File: config.mk
export PLATFORM = sky130hd
export DESIGN_NAME = internal_osc_freq_select
export DESIGN_NICKNAME = d
export VERILOG_FILES = /design/src/inc/osc_pkg.sv /design/src/verilog/internal_osc_freq_select.sv
export SDC_FILE = /design/constraint.sdc
export NUM_CORES = 1
export LEC_CHECK = 0
export BUFFER_PORTS_ARGS = -buffer_cell sky130_fd_sc_hd__buf_2
export CAP_MARGIN = 15
export CORE_UTILIZATION = 35
export DETAILED_ROUTE_END_ITERATION = 8
export GPL_ROUTABILITY_DRIVEN = 1
export PLACE_DENSITY_LB_ADDON = 0.2
export SLEW_MARGIN = 20
export SYNTH_ARGS = -nofsm -noshare
export SYNTH_HDL_FRONTEND = slang
export SYNTH_SLANG_ARGS = --single-unit
File: constraint.sdc
create_clock -name core_clk -period 7.7 [get_ports core_clk]
set_clock_uncertainty 0.05 [all_clocks]
set_input_delay 0 -clock core_clk [delete_from_list [all_inputs] [get_ports core_clk]]
set_output_delay 0 -clock core_clk [all_outputs]
set_load 0.02 [all_outputs]
File: src/inc/osc_pkg.sv
package osc_pkg;

   // ----------------------------------------------------------------
   // Clock rates, all in kHz
   // ----------------------------------------------------------------
   localparam int unsigned CORE_FREQ_KHZ = 100000;  // core_clk, 10 ns period
   localparam int unsigned PLL_FREQ_KHZ  = 16000;   // PLL-locked source
   localparam int unsigned LF_FREQ_KHZ   = 500;     // Low frequency source

   // Phase accumulator width and steps, sized to hold CORE_FREQ_KHZ
   localparam int unsigned ACC_W = 17;
   localparam logic [ACC_W-1:0] ACC_WRAP    = ACC_W'(CORE_FREQ_KHZ);
   localparam logic [ACC_W-1:0] ACC_STEP_HF = ACC_W'(PLL_FREQ_KHZ);
   localparam logic [ACC_W-1:0] ACC_STEP_LF = ACC_W'(LF_FREQ_KHZ);
   localparam logic [ACC_W-1:0] ACC_RESET   = 17'h00000;

   // Source tick spacing in core cycles, used by the checks
   localparam int unsigned LF_PERIOD_CYC = CORE_FREQ_KHZ / LF_FREQ_KHZ;

   // ----------------------------------------------------------------
   // Frequency select codes and postscaler
   // ----------------------------------------------------------------
   localparam logic [1:0] SEL_DIV1  = 2'h3;
   localparam logic [1:0] SEL_DIV2  = 2'h2;
   localparam logic [1:0] SEL_DIV4  = 2'h1;
   localparam logic [1:0] SEL_DIV8  = 2'h0;
   localparam logic [1:0] SEL_RESET = SEL_DIV2;

   localparam int unsigned POST_W = 3;
   localparam logic [POST_W-1:0] POST_RESET = 3'h0;
   localparam logic [POST_W-1:0] MASK_DIV1  = 3'h0;
   localparam logic [POST_W-1:0] MASK_DIV2  = 3'h1;
   localparam logic [POST_W-1:0] MASK_DIV4  = 3'h3;
   localparam logic [POST_W-1:0] MASK_DIV8  = 3'h7;

   // Software write of the frequency select field
   typedef struct packed {
      logic       wr;    // One-cycle write strobe
      logic [1:0] data;  // New internal_freq_select value
   } sel_write_t;

   // Postscaler mask for a select code: output on counts where cnt & mask == 0
   function automatic logic [POST_W-1:0] post_mask(input logic [1:0] sel);
      logic [POST_W-1:0] m;
      m = MASK_DIV1;
      unique case (sel)
         SEL_DIV1: m = MASK_DIV1;
         SEL_DIV2: m = MASK_DIV2;
         SEL_DIV4: m = MASK_DIV4;
         SEL_DIV8: m = MASK_DIV8;
      endcase
      return m;
   endfunction

endpackage

File: src/verilog/internal_osc_freq_select.sv
`timescale 1ns/100ps
module internal_osc_freq_select (
   input  wire logic                core_clk,
   input  wire logic                nrst,
   input  wire logic                pll_enable_cfg,
   input  wire osc_pkg::sel_write_t sel_write,
   output logic                     sys_clk_en,
   output logic [1:0]               internal_freq_select,
   output logic                     pll_active
);
   import osc_pkg::*;

   // ----------------------------------------------------------------
   // State
   // ----------------------------------------------------------------
   typedef struct packed {
      logic [ACC_W-1:0]  hf_acc;    // 16 MHz phase accumulator
      logic [ACC_W-1:0]  lf_acc;    // 500 kHz phase accumulator
      logic              hf_tick;   // 16 MHz source enable
      logic              lf_tick;   // 500 kHz source enable
      logic [POST_W-1:0] post_cnt;  // Postscaler count of source ticks
      logic [1:0]        sel;       // internal_freq_select field
      logic              pll;       // Captured pll_enable_cfg
      logic              cfg_done;  // Configuration captured
      logic              en;        // Selected system clock enable
   } osc_state_t;

   localparam osc_state_t STATE_RESET = '{
      hf_acc:   ACC_RESET,
      lf_acc:   ACC_RESET,
      hf_tick:  1'b0,
      lf_tick:  1'b0,
      post_cnt: POST_RESET,
      sel:      SEL_RESET,
      pll:      1'b0,
      cfg_done: 1'b0,
      en:       1'b0
   };

   osc_state_t state_q;
   osc_state_t state_d;

   logic [ACC_W-1:0] hf_sum;
   logic [ACC_W-1:0] lf_sum;
   logic             src_tick;

   // ----------------------------------------------------------------
   // Next state
   // ----------------------------------------------------------------
   // Fractional dividers make both sources from core_clk; postscaler picks the rate
   always_comb begin
      state_d  = state_q;
      hf_sum   = state_q.hf_acc + ACC_STEP_HF;
      lf_sum   = state_q.lf_acc + ACC_STEP_LF;
      src_tick = 1'b0;

      // Both sources run all the time
      if (hf_sum >= ACC_WRAP) begin
         state_d.hf_acc  = hf_sum - ACC_WRAP;
         state_d.hf_tick = 1'b1;
      end else begin
         state_d.hf_acc  = hf_sum;
         state_d.hf_tick = 1'b0;
      end
      if (lf_sum >= ACC_WRAP) begin
         state_d.lf_acc  = lf_sum - ACC_WRAP;
         state_d.lf_tick = 1'b1;
      end else begin
         state_d.lf_acc  = lf_sum;
         state_d.lf_tick = 1'b0;
      end

      // Configuration is caught once after reset release and then frozen
      if (!state_q.cfg_done) begin
         state_d.pll      = pll_enable_cfg;
         state_d.cfg_done = 1'b1;
      end

      // Multiplexer: configuration chooses the source set
      src_tick = state_q.pll ? state_q.hf_tick : state_q.lf_tick;

      // Postscaler counts source ticks; the current select applies at once
      state_d.en = 1'b0;
      if (src_tick) begin
         state_d.post_cnt = state_q.post_cnt + POST_W'(1);
         state_d.en = ((state_q.post_cnt & post_mask(state_q.sel)) == POST_RESET);
      end

      // Software rewrite of the select field
      if (sel_write.wr) begin
         state_d.sel = sel_write.data;
      end
   end

   // Register the state; reset restores the default select
   always_ff @(posedge core_clk or negedge nrst) begin
      if (!nrst) begin
         state_q <= STATE_RESET;
      end else begin
         state_q <= state_d;
      end
   end

   // ----------------------------------------------------------------
   // Outputs
   // ----------------------------------------------------------------
   // All outputs are state flip-flops
   assign sys_clk_en           = state_q.en;
   assign internal_freq_select = state_q.sel;
   assign pll_active           = state_q.pll;

   // ----------------------------------------------------------------
   // Checks
   // ----------------------------------------------------------------
   localparam int LF_GAP = LF_PERIOD_CYC;

   // Outputs hold their reset values one edge after reset is seen low
   reset_outputs_a: assert property (
      @(posedge core_clk)
      !nrst |=> (internal_freq_select == SEL_RESET && !sys_clk_en && !pll_active))
      else $error("outputs not at reset values during reset");

   // Select field is the reset value at the first edge after release
   reset_select_a: assert property (
      @(posedge core_clk) $rose(nrst) |-> (state_q.sel == SEL_RESET))
      else $error("select field not at reset value after reset");

   // A write lands in the next cycle
   sel_write_a: assert property (
      @(posedge core_clk) disable iff (!nrst)
      sel_write.wr |=> (state_q.sel == $past(sel_write.data)))
      else $error("select write not taken");

   // Without a write the select field holds
   sel_hold_a: assert property (
      @(posedge core_clk) disable iff (!nrst)
      !sel_write.wr |=> $stable(state_q.sel))
      else $error("select field changed without a write");

   // Captured configuration never changes afterwards
   cfg_frozen_a: assert property (
      @(posedge core_clk) disable iff (!nrst)
      state_q.cfg_done |=> ($stable(state_q.pll) && state_q.cfg_done))
      else $error("pll configuration changed after capture");

   // 16 MHz source ticks come 6 or 7 cycles apart
   hf_spacing_a: assert property (
      @(posedge core_clk) disable iff (!nrst)
      state_q.hf_tick |=> (!state_q.hf_tick) [*5] ##[1:2] state_q.hf_tick)
      else $error("16 MHz source spacing wrong");

   // 500 kHz source ticks come exactly 200 cycles apart
   lf_period_a: assert property (
      @(posedge core_clk) disable iff (!nrst)
      state_q.lf_tick |-> ##LF_GAP state_q.lf_tick)
      else $error("500 kHz source period wrong");

   // Divide by 1 on the PLL set passes every 16 MHz tick
   pll_div1_a: assert property (
      @(posedge core_clk) disable iff (!nrst)
      (state_q.pll && state_q.sel == SEL_DIV1 && state_q.hf_tick) |=> state_q.en)
      else $error("divide by 1 missed a 16 MHz tick");

   // Low set with divide by 1 passes every 500 kHz tick
   lf_div1_a: assert property (
      @(posedge core_clk) disable iff (!nrst)
      (!state_q.pll && state_q.sel == SEL_DIV1 && state_q.lf_tick) |=> state_q.en)
      else $error("divide by 1 missed a 500 kHz tick");

   // An enable follows a source tick at a postscaler boundary of the live select
   post_boundary_a: assert property (
      @(posedge core_clk) disable iff (!nrst)
      state_q.en |-> ($past(src_tick)
                      && (($past(state_q.post_cnt) & post_mask($past(state_q.sel)))
                          == POST_RESET)))
      else $error("enable outside postscaler boundary");

   // Divide by 2 only passes ticks at even postscaler counts
   div2_boundary_a: assert property (
      @(posedge core_clk) disable iff (!nrst)
      (state_q.en && $past(state_q.sel) == SEL_DIV2)
      |-> (($past(state_q.post_cnt) & MASK_DIV2) == POST_RESET))
      else $error("divide by 2 enable at odd count");

   // Divide by 4 only passes every fourth tick
   div4_boundary_a: assert property (
      @(posedge core_clk) disable iff (!nrst)
      (state_q.en && $past(state_q.sel) == SEL_DIV4)
      |-> (($past(state_q.post_cnt) & MASK_DIV4) == POST_RESET))
      else $error("divide by 4 enable off boundary");

   // Divide by 8 only passes the tick at postscaler count zero
   div8_boundary_a: assert property (
      @(posedge core_clk) disable iff (!nrst)
      (state_q.en && $past(state_q.sel) == SEL_DIV8)
      |-> (($past(state_q.post_cnt) & MASK_DIV8) == POST_RESET))
      else $error("divide by 8 enable off boundary");

   // Source ticks are far apart, so the enable is a single-cycle pulse
   en_single_a: assert property (
      @(posedge core_clk) disable iff (!nrst)
      state_q.en |=> !state_q.en)
      else $error("system clock enable longer than one cycle");

   // ----------------------------------------------------------------
   // Coverage
   // ----------------------------------------------------------------
   // Main scenarios: writes, both sets, slowest ratio, low set at divide by 8
   cover_lf_div8_c: cover property (
      @(posedge core_clk) disable iff (!nrst) !state_q.pll && state_q.sel == SEL_DIV8 && state_q.en);
   cover_write_c: cover property (
      @(posedge core_clk) disable iff (!nrst) sel_write.wr ##1 state_q.en);
   cover_pll_en_c: cover property (
      @(posedge core_clk) disable iff (!nrst) state_q.pll && state_q.en);
   cover_lf_en_c: cover property (
      @(posedge core_clk) disable iff (!nrst) !state_q.pll && state_q.en);

endmodule

==> impl_results.html <==
<table>
<tr><th>Metric</th><th>Value</th></tr>
<tr><th colspan="2">Status</th></tr>
<tr><td>Run status</td><td>finished clean</td></tr>
<tr><th colspan="2">Synthesis</th></tr>
<tr><td>Post-synthesis register bit count</td><td>37</td></tr>
<tr><td>Portion of the post-synthesis area used by sequential elements</td><td>37.9%</td></tr>
<tr><td>Warnings, synthesis</td><td>0</td></tr>
<tr><td>Yosys top cell area share</td><td>36.9%</td></tr>
<tr><td>Synth Area in Simple Gates</td><td>16.4%</td></tr>
<tr><td>Count of flip-flops with a built-in enable after synthesis</td><td>0</td></tr>
<tr><td>Synth Flop Type</td><td>dfrtp_1</td></tr>
<tr><td>Fraction of synthesized cell area in xor and xnor cells</td><td>13.7%</td></tr>
<tr><td>Adder-cell share of the synthesized area</td><td>3.58%</td></tr>
<tr><td>Compound-Gate Fraction of Synth Area</td><td>20.5%</td></tr>
<tr><td>Nets in the synthesized netlist</td><td>270</td></tr>
<tr><td>Cell type with the largest total area after synthesis</td><td>dfrtp_1</td></tr>
<tr><td>Top post-synthesis cells by area</td><td>dfrtp_1 37%, xnor2_1 10%, nor2_1 3.8%</td></tr>
<tr><td>Top cell types by occurrence after synthesis</td><td>36 x dfrtp_1, 29 x xnor2_1, 25 x nor2_1</td></tr>
<tr><td>Portion of netlist area occupied by mux cells</td><td>2.61%</td></tr>
<tr><td>Proportion of synthesized flip-flops having asynchronous set or reset</td><td>100%</td></tr>
<tr><td>Instance count of the mapped netlist</td><td>257</td></tr>
<tr><td>Most common cell in the synthesized netlist</td><td>dfrtp_1</td></tr>
<tr><td>Post-Syn Area</td><td>2440 um2</td></tr>
<tr><td>Number of distinct library cell variants in the gate-level netlist after synthesis</td><td>57</td></tr>
<tr><td>Average size of a mapped cell</td><td>9.51 um2</td></tr>
<tr><td>Combinational family with the most area after synthesis</td><td>compound AO/OA/AOI/OAI gates</td></tr>
<tr><th colspan="2">Worst setup path</th></tr>
<tr><td>Critical Path Stages</td><td>8</td></tr>
<tr><td>Crit path capture type</td><td>flip-flop</td></tr>
<tr><td>Worst setup path startpoint</td><td>state_q[12]$_DFF_PN0_</td></tr>
<tr><td>Arrival time of data at the critical path endpoint</td><td>3.20 ns</td></tr>
<tr><td>Critical Path Sink</td><td>state_q[22]$_DFF_PN0_</td></tr>
<tr><td>Max FO, Critical Path</td><td>10</td></tr>
<tr><td>R2r setup slk</td><td>4.62 ns</td></tr>
<tr><td>WP data required</td><td>7.82 ns</td></tr>
<tr><td>Classification of the worst setup path</td><td>flip-flop to flip-flop</td></tr>
<tr><td>List of cells traversed by the critical path</td><td>ha_1, or4_1, o21ai_1, and4bb_2, o2111ai_4, a31oi_4, nand3b_1, xnor2_1</td></tr>
<tr><td>Capture point of the worst reg-to-reg path</td><td>state_q[22]$_DFF_PN0_</td></tr>
<tr><td>Slowest library cell on the worst path</td><td>or4_1</td></tr>
<tr><td>Type of origin of the critical path</td><td>flip-flop</td></tr>
<tr><td>Family of cells with the greatest summed delay on the critical path</td><td>simple AND/OR/NAND/NOR gates</td></tr>
<tr><td>Number of buffer and inverter instances along the worst setup path</td><td>0</td></tr>
<tr><td>Origin of the critical flop-to-flop path</td><td>state_q[12]$_DFF_PN0_</td></tr>
<tr><td>Worst reg2reg path depth</td><td>8</td></tr>
<tr><td>Slowest Stage Delay on Critical Path</td><td>0.69 ns</td></tr>
<tr><th colspan="2">Global routing</th></tr>
<tr><td>Overall global routing resource usage</td><td>13.6%</td></tr>
<tr><td>Initial antenna violation count</td><td>0</td></tr>
<tr><td>Global-route wire length before repair</td><td>7910 um</td></tr>
<tr><td>Sum of overflow across all layers after global routing</td><td>0</td></tr>
<tr><td>Maximum number of pins on one net before global-route repair</td><td>38</td></tr>
<tr><td>Via count of the first global-routing pass</td><td>1,694</td></tr>
<tr><th colspan="2">Route</th></tr>
<tr><td>Post-detailed-route wirelength per cell</td><td>13.1 um</td></tr>
<tr><td>Detailed Route Iter0 Violations</td><td>75</td></tr>
<tr><td>Final Routed Wirelength</td><td>4510 um</td></tr>
<tr><td>Total number of vias</td><td>1,784</td></tr>
<tr><td>Routed via count divided by cell count</td><td>5.20</td></tr>
<tr><td>DRC violations left</td><td>0</td></tr>
<tr><td>Antenna viol nets, final</td><td>0</td></tr>
<tr><td>Number of iterations in the first detailed-routing pass</td><td>4</td></tr>
<tr><th colspan="2">Clocking</th></tr>
<tr><td>CTS Buf Count</td><td>5</td></tr>
<tr><td>Maximum number of buffers from clock root to sink</td><td>2</td></tr>
<tr><td>Clock sinks</td><td>37</td></tr>
<tr><td>Number of resized instances in the post-cts repair step</td><td>0</td></tr>
<tr><td>CTS Root Cell</td><td>clkbuf_8</td></tr>
<tr><td>Number of levels the H-tree was split into</td><td>2</td></tr>
<tr><td>Clock Pin Slew Worst Setup and Hold Paths</td><td>0.08 ns</td></tr>
<tr><td>Later-pin clock latency in the skew report</td><td>0.29 ns</td></tr>
<tr><td>Clock tree from TritonCTS</td><td>yes</td></tr>
<tr><th colspan="2">Final layout</th></tr>
<tr><td>FF/Latch Area</td><td>927 um2</td></tr>
<tr><td>Fraction of final layout cells sized beyond drive strength 1</td><td>12.5%</td></tr>
<tr><td>Filler cell count in the final layout</td><td>666</td></tr>
<tr><td>Area of the multi-input gates</td><td>1390 um2</td></tr>
<tr><td>Area added between synthesis and finish</td><td>9.11%</td></tr>
<tr><td>Net count, final</td><td>276</td></tr>
<tr><td>Finished Cell Area</td><td>2670 um2</td></tr>
<tr><td>Post-route insts no fill</td><td>343</td></tr>
<tr><td>Antenna diode instance count</td><td>0</td></tr>
<tr><th colspan="2">Timing</th></tr>
<tr><td>Post-route worst hold slack</td><td>0.286 ns</td></tr>
<tr><td>Fmax achieved</td><td>325 MHz</td></tr>
<tr><td>Period Utilization, post-route</td><td>40.0%</td></tr>
<tr><td>Final hold viol count</td><td>0</td></tr>
<tr><td>Setup repair after global routing missed its margin</td><td>no</td></tr>
<tr><td>Setup Viol. Count Final</td><td>0</td></tr>
<tr><td>Final-report max-slew violation count</td><td>0</td></tr>
<tr><td>Worst-Margin Slew</td><td>0.836 ns</td></tr>
<tr><td>Fin Setup TNS</td><td>0 ns</td></tr>
<tr><td>Min Tclk post-route</td><td>3.08 ns</td></tr>
<tr><td>Remaining max-slew budget at the tightest pin</td><td>44.3%</td></tr>
<tr><th colspan="2">Floorplan</th></tr>
<tr><td>Die outline width</td><td>85.6 um</td></tr>
<tr><td>Core Box Area</td><td>6760 um2</td></tr>
<tr><td>Die Footprint</td><td>7320 um2</td></tr>
<tr><td>Number of standard-cell rows in the floorplan</td><td>30</td></tr>
<tr><td>Number of top-level pins</td><td>10</td></tr>
<tr><td>Height of the die</td><td>85.6 um</td></tr>
<tr><td>Initial core utilization</td><td>36.2%</td></tr>
<tr><th colspan="2">Placed design</th></tr>
<tr><td>HPWL Detailed</td><td>3200 um</td></tr>
<tr><td>Dpl cell area</td><td>2510 um2</td></tr>
<tr><td>Total placed cells including tap cells</td><td>329</td></tr>
<tr><td>Number of buffers inserted by port buffering</td><td>9</td></tr>
<tr><td>RePlAce Congestion</td><td>0.806</td></tr>
<tr><th colspan="2">Hold path</th></tr>
<tr><td>Path category of the worst min-delay check</td><td>primary input to async pin</td></tr>
<tr><th colspan="2">Pwr</th></tr>
<tr><td>Highest ir drop seen on vdd</td><td>0.0648 mV</td></tr>
<tr><td>Power per unit of standard cell area</td><td>143 nW/um2</td></tr>
<tr><td>Standby leakage power</td><td>1.09 nW</td></tr>
<tr><th colspan="2">Flow run</th></tr>
<tr><td>MaxCap Viol Count</td><td>0</td></tr>
</table>
cells by family after synthesis:
logic type	after synthesis
DFF	37
AOI/OAI and AO/OA	61
other	1
muxes	6
buffers and inverters	27
adders and majority gates	7
xor gates and xnor gates	36
and+or+nand+nor	82
flip-flops by register name, indices dropped and copies added, names as in the netlist:
name	flops
internal_freq_select	2
pll_active	1
sys_clk_en	1
state_q	33
per-stage QoR:
stage / util (%) / worst slack [ns] / total power (W)
after global routing: 39.5 / 4.42 / 0.000400
after global placement: 37.1 / 4.65 / 0.000239
after floorplan: - / 5.03 / 0.000231
final: 39.5 / 4.62 / 0.000380
after detailed placement: 37.1 / 4.62 / 0.000240
after CTS: 39.5 / 4.60 / 0.000386
per-layer routing:
metal / GRT usage, % / wire (um) / part of all wire, % / up-vias
met4: 4.39 / 14 / 0.31 / 0
li1: - / - / - / 897
met2: 20.5 / 2030 / 45 / 34
met1: 19.4 / 2310 / 51 / 851
met5: 0 / 0 / 0 / -
met3: 3.18 / 148 / 3.3 / 2
area by class of cell:
class	count	share of cell area (%)
Clock inverter	1	0.282
Clock buffer	6	3.10
Inverter	9	1.27
Sequential cell	37	34.8
Multi-Input combinational cell	193	52.2
Tap cell	80	3.75
Timing Repair Buffer	17	4.60
worst min-delay path by stage:
stage | from | endpoint | cells after the start
detailed placement | nrst | state_q[39]$_DFF_PN0_ | 1
global route | nrst | state_q[40]$_DFF_PN0_ | 2
finish | nrst | state_q[40]$_DFF_PN0_ | 2
CTS | nrst | state_q[39]$_DFF_PN0_ | 2
global placement | nrst | state_q[39]$_DFF_PN0_ | 1
floorplan | nrst | internal_freq_select[0]$_DFFE_PN0P_ | 0
where the power goes:
part	total [W]	switching, W	internal, W
logic	0.0000263	0.0000121	0.0000142
registers	0.000212	0.00000794	0.000204
clock network	0.000142	0.0000708	0.0000708
total	0.000380	0.0000909	0.000289
layout by cell type, fill, tap and decap left out, types with 4 or more instances in the layout:
cell | synthesis | final
a21oi_1 | 15 | 15
a31oi_1 | 4 | 4
and2_1 | 4 | 4
buf_2 | 6 | 9
clkbuf_8 | 0 | 6
dfrtp_1 | 36 | 36
dlygate4sd3_1 | 0 | 7
ha_1 | 7 | 7
inv_1 | 9 | 9
nand2_1 | 20 | 20
nand2b_1 | 5 | 5
nand3_1 | 4 | 4
nor2_1 | 25 | 25
nor3_1 | 8 | 8
o211ai_1 | 5 | 5
o21ai_0 | 9 | 9
xnor2_1 | 29 | 29
xor2_1 | 6 | 6
what timing repair did:
item,CTS,global route
setup buffers,0,0
setup endpoints to repair,0,0
hold buffers,7,0
hold endpoints to repair,39,0
No activity file was read; power rests on OpenSTA's default activity.
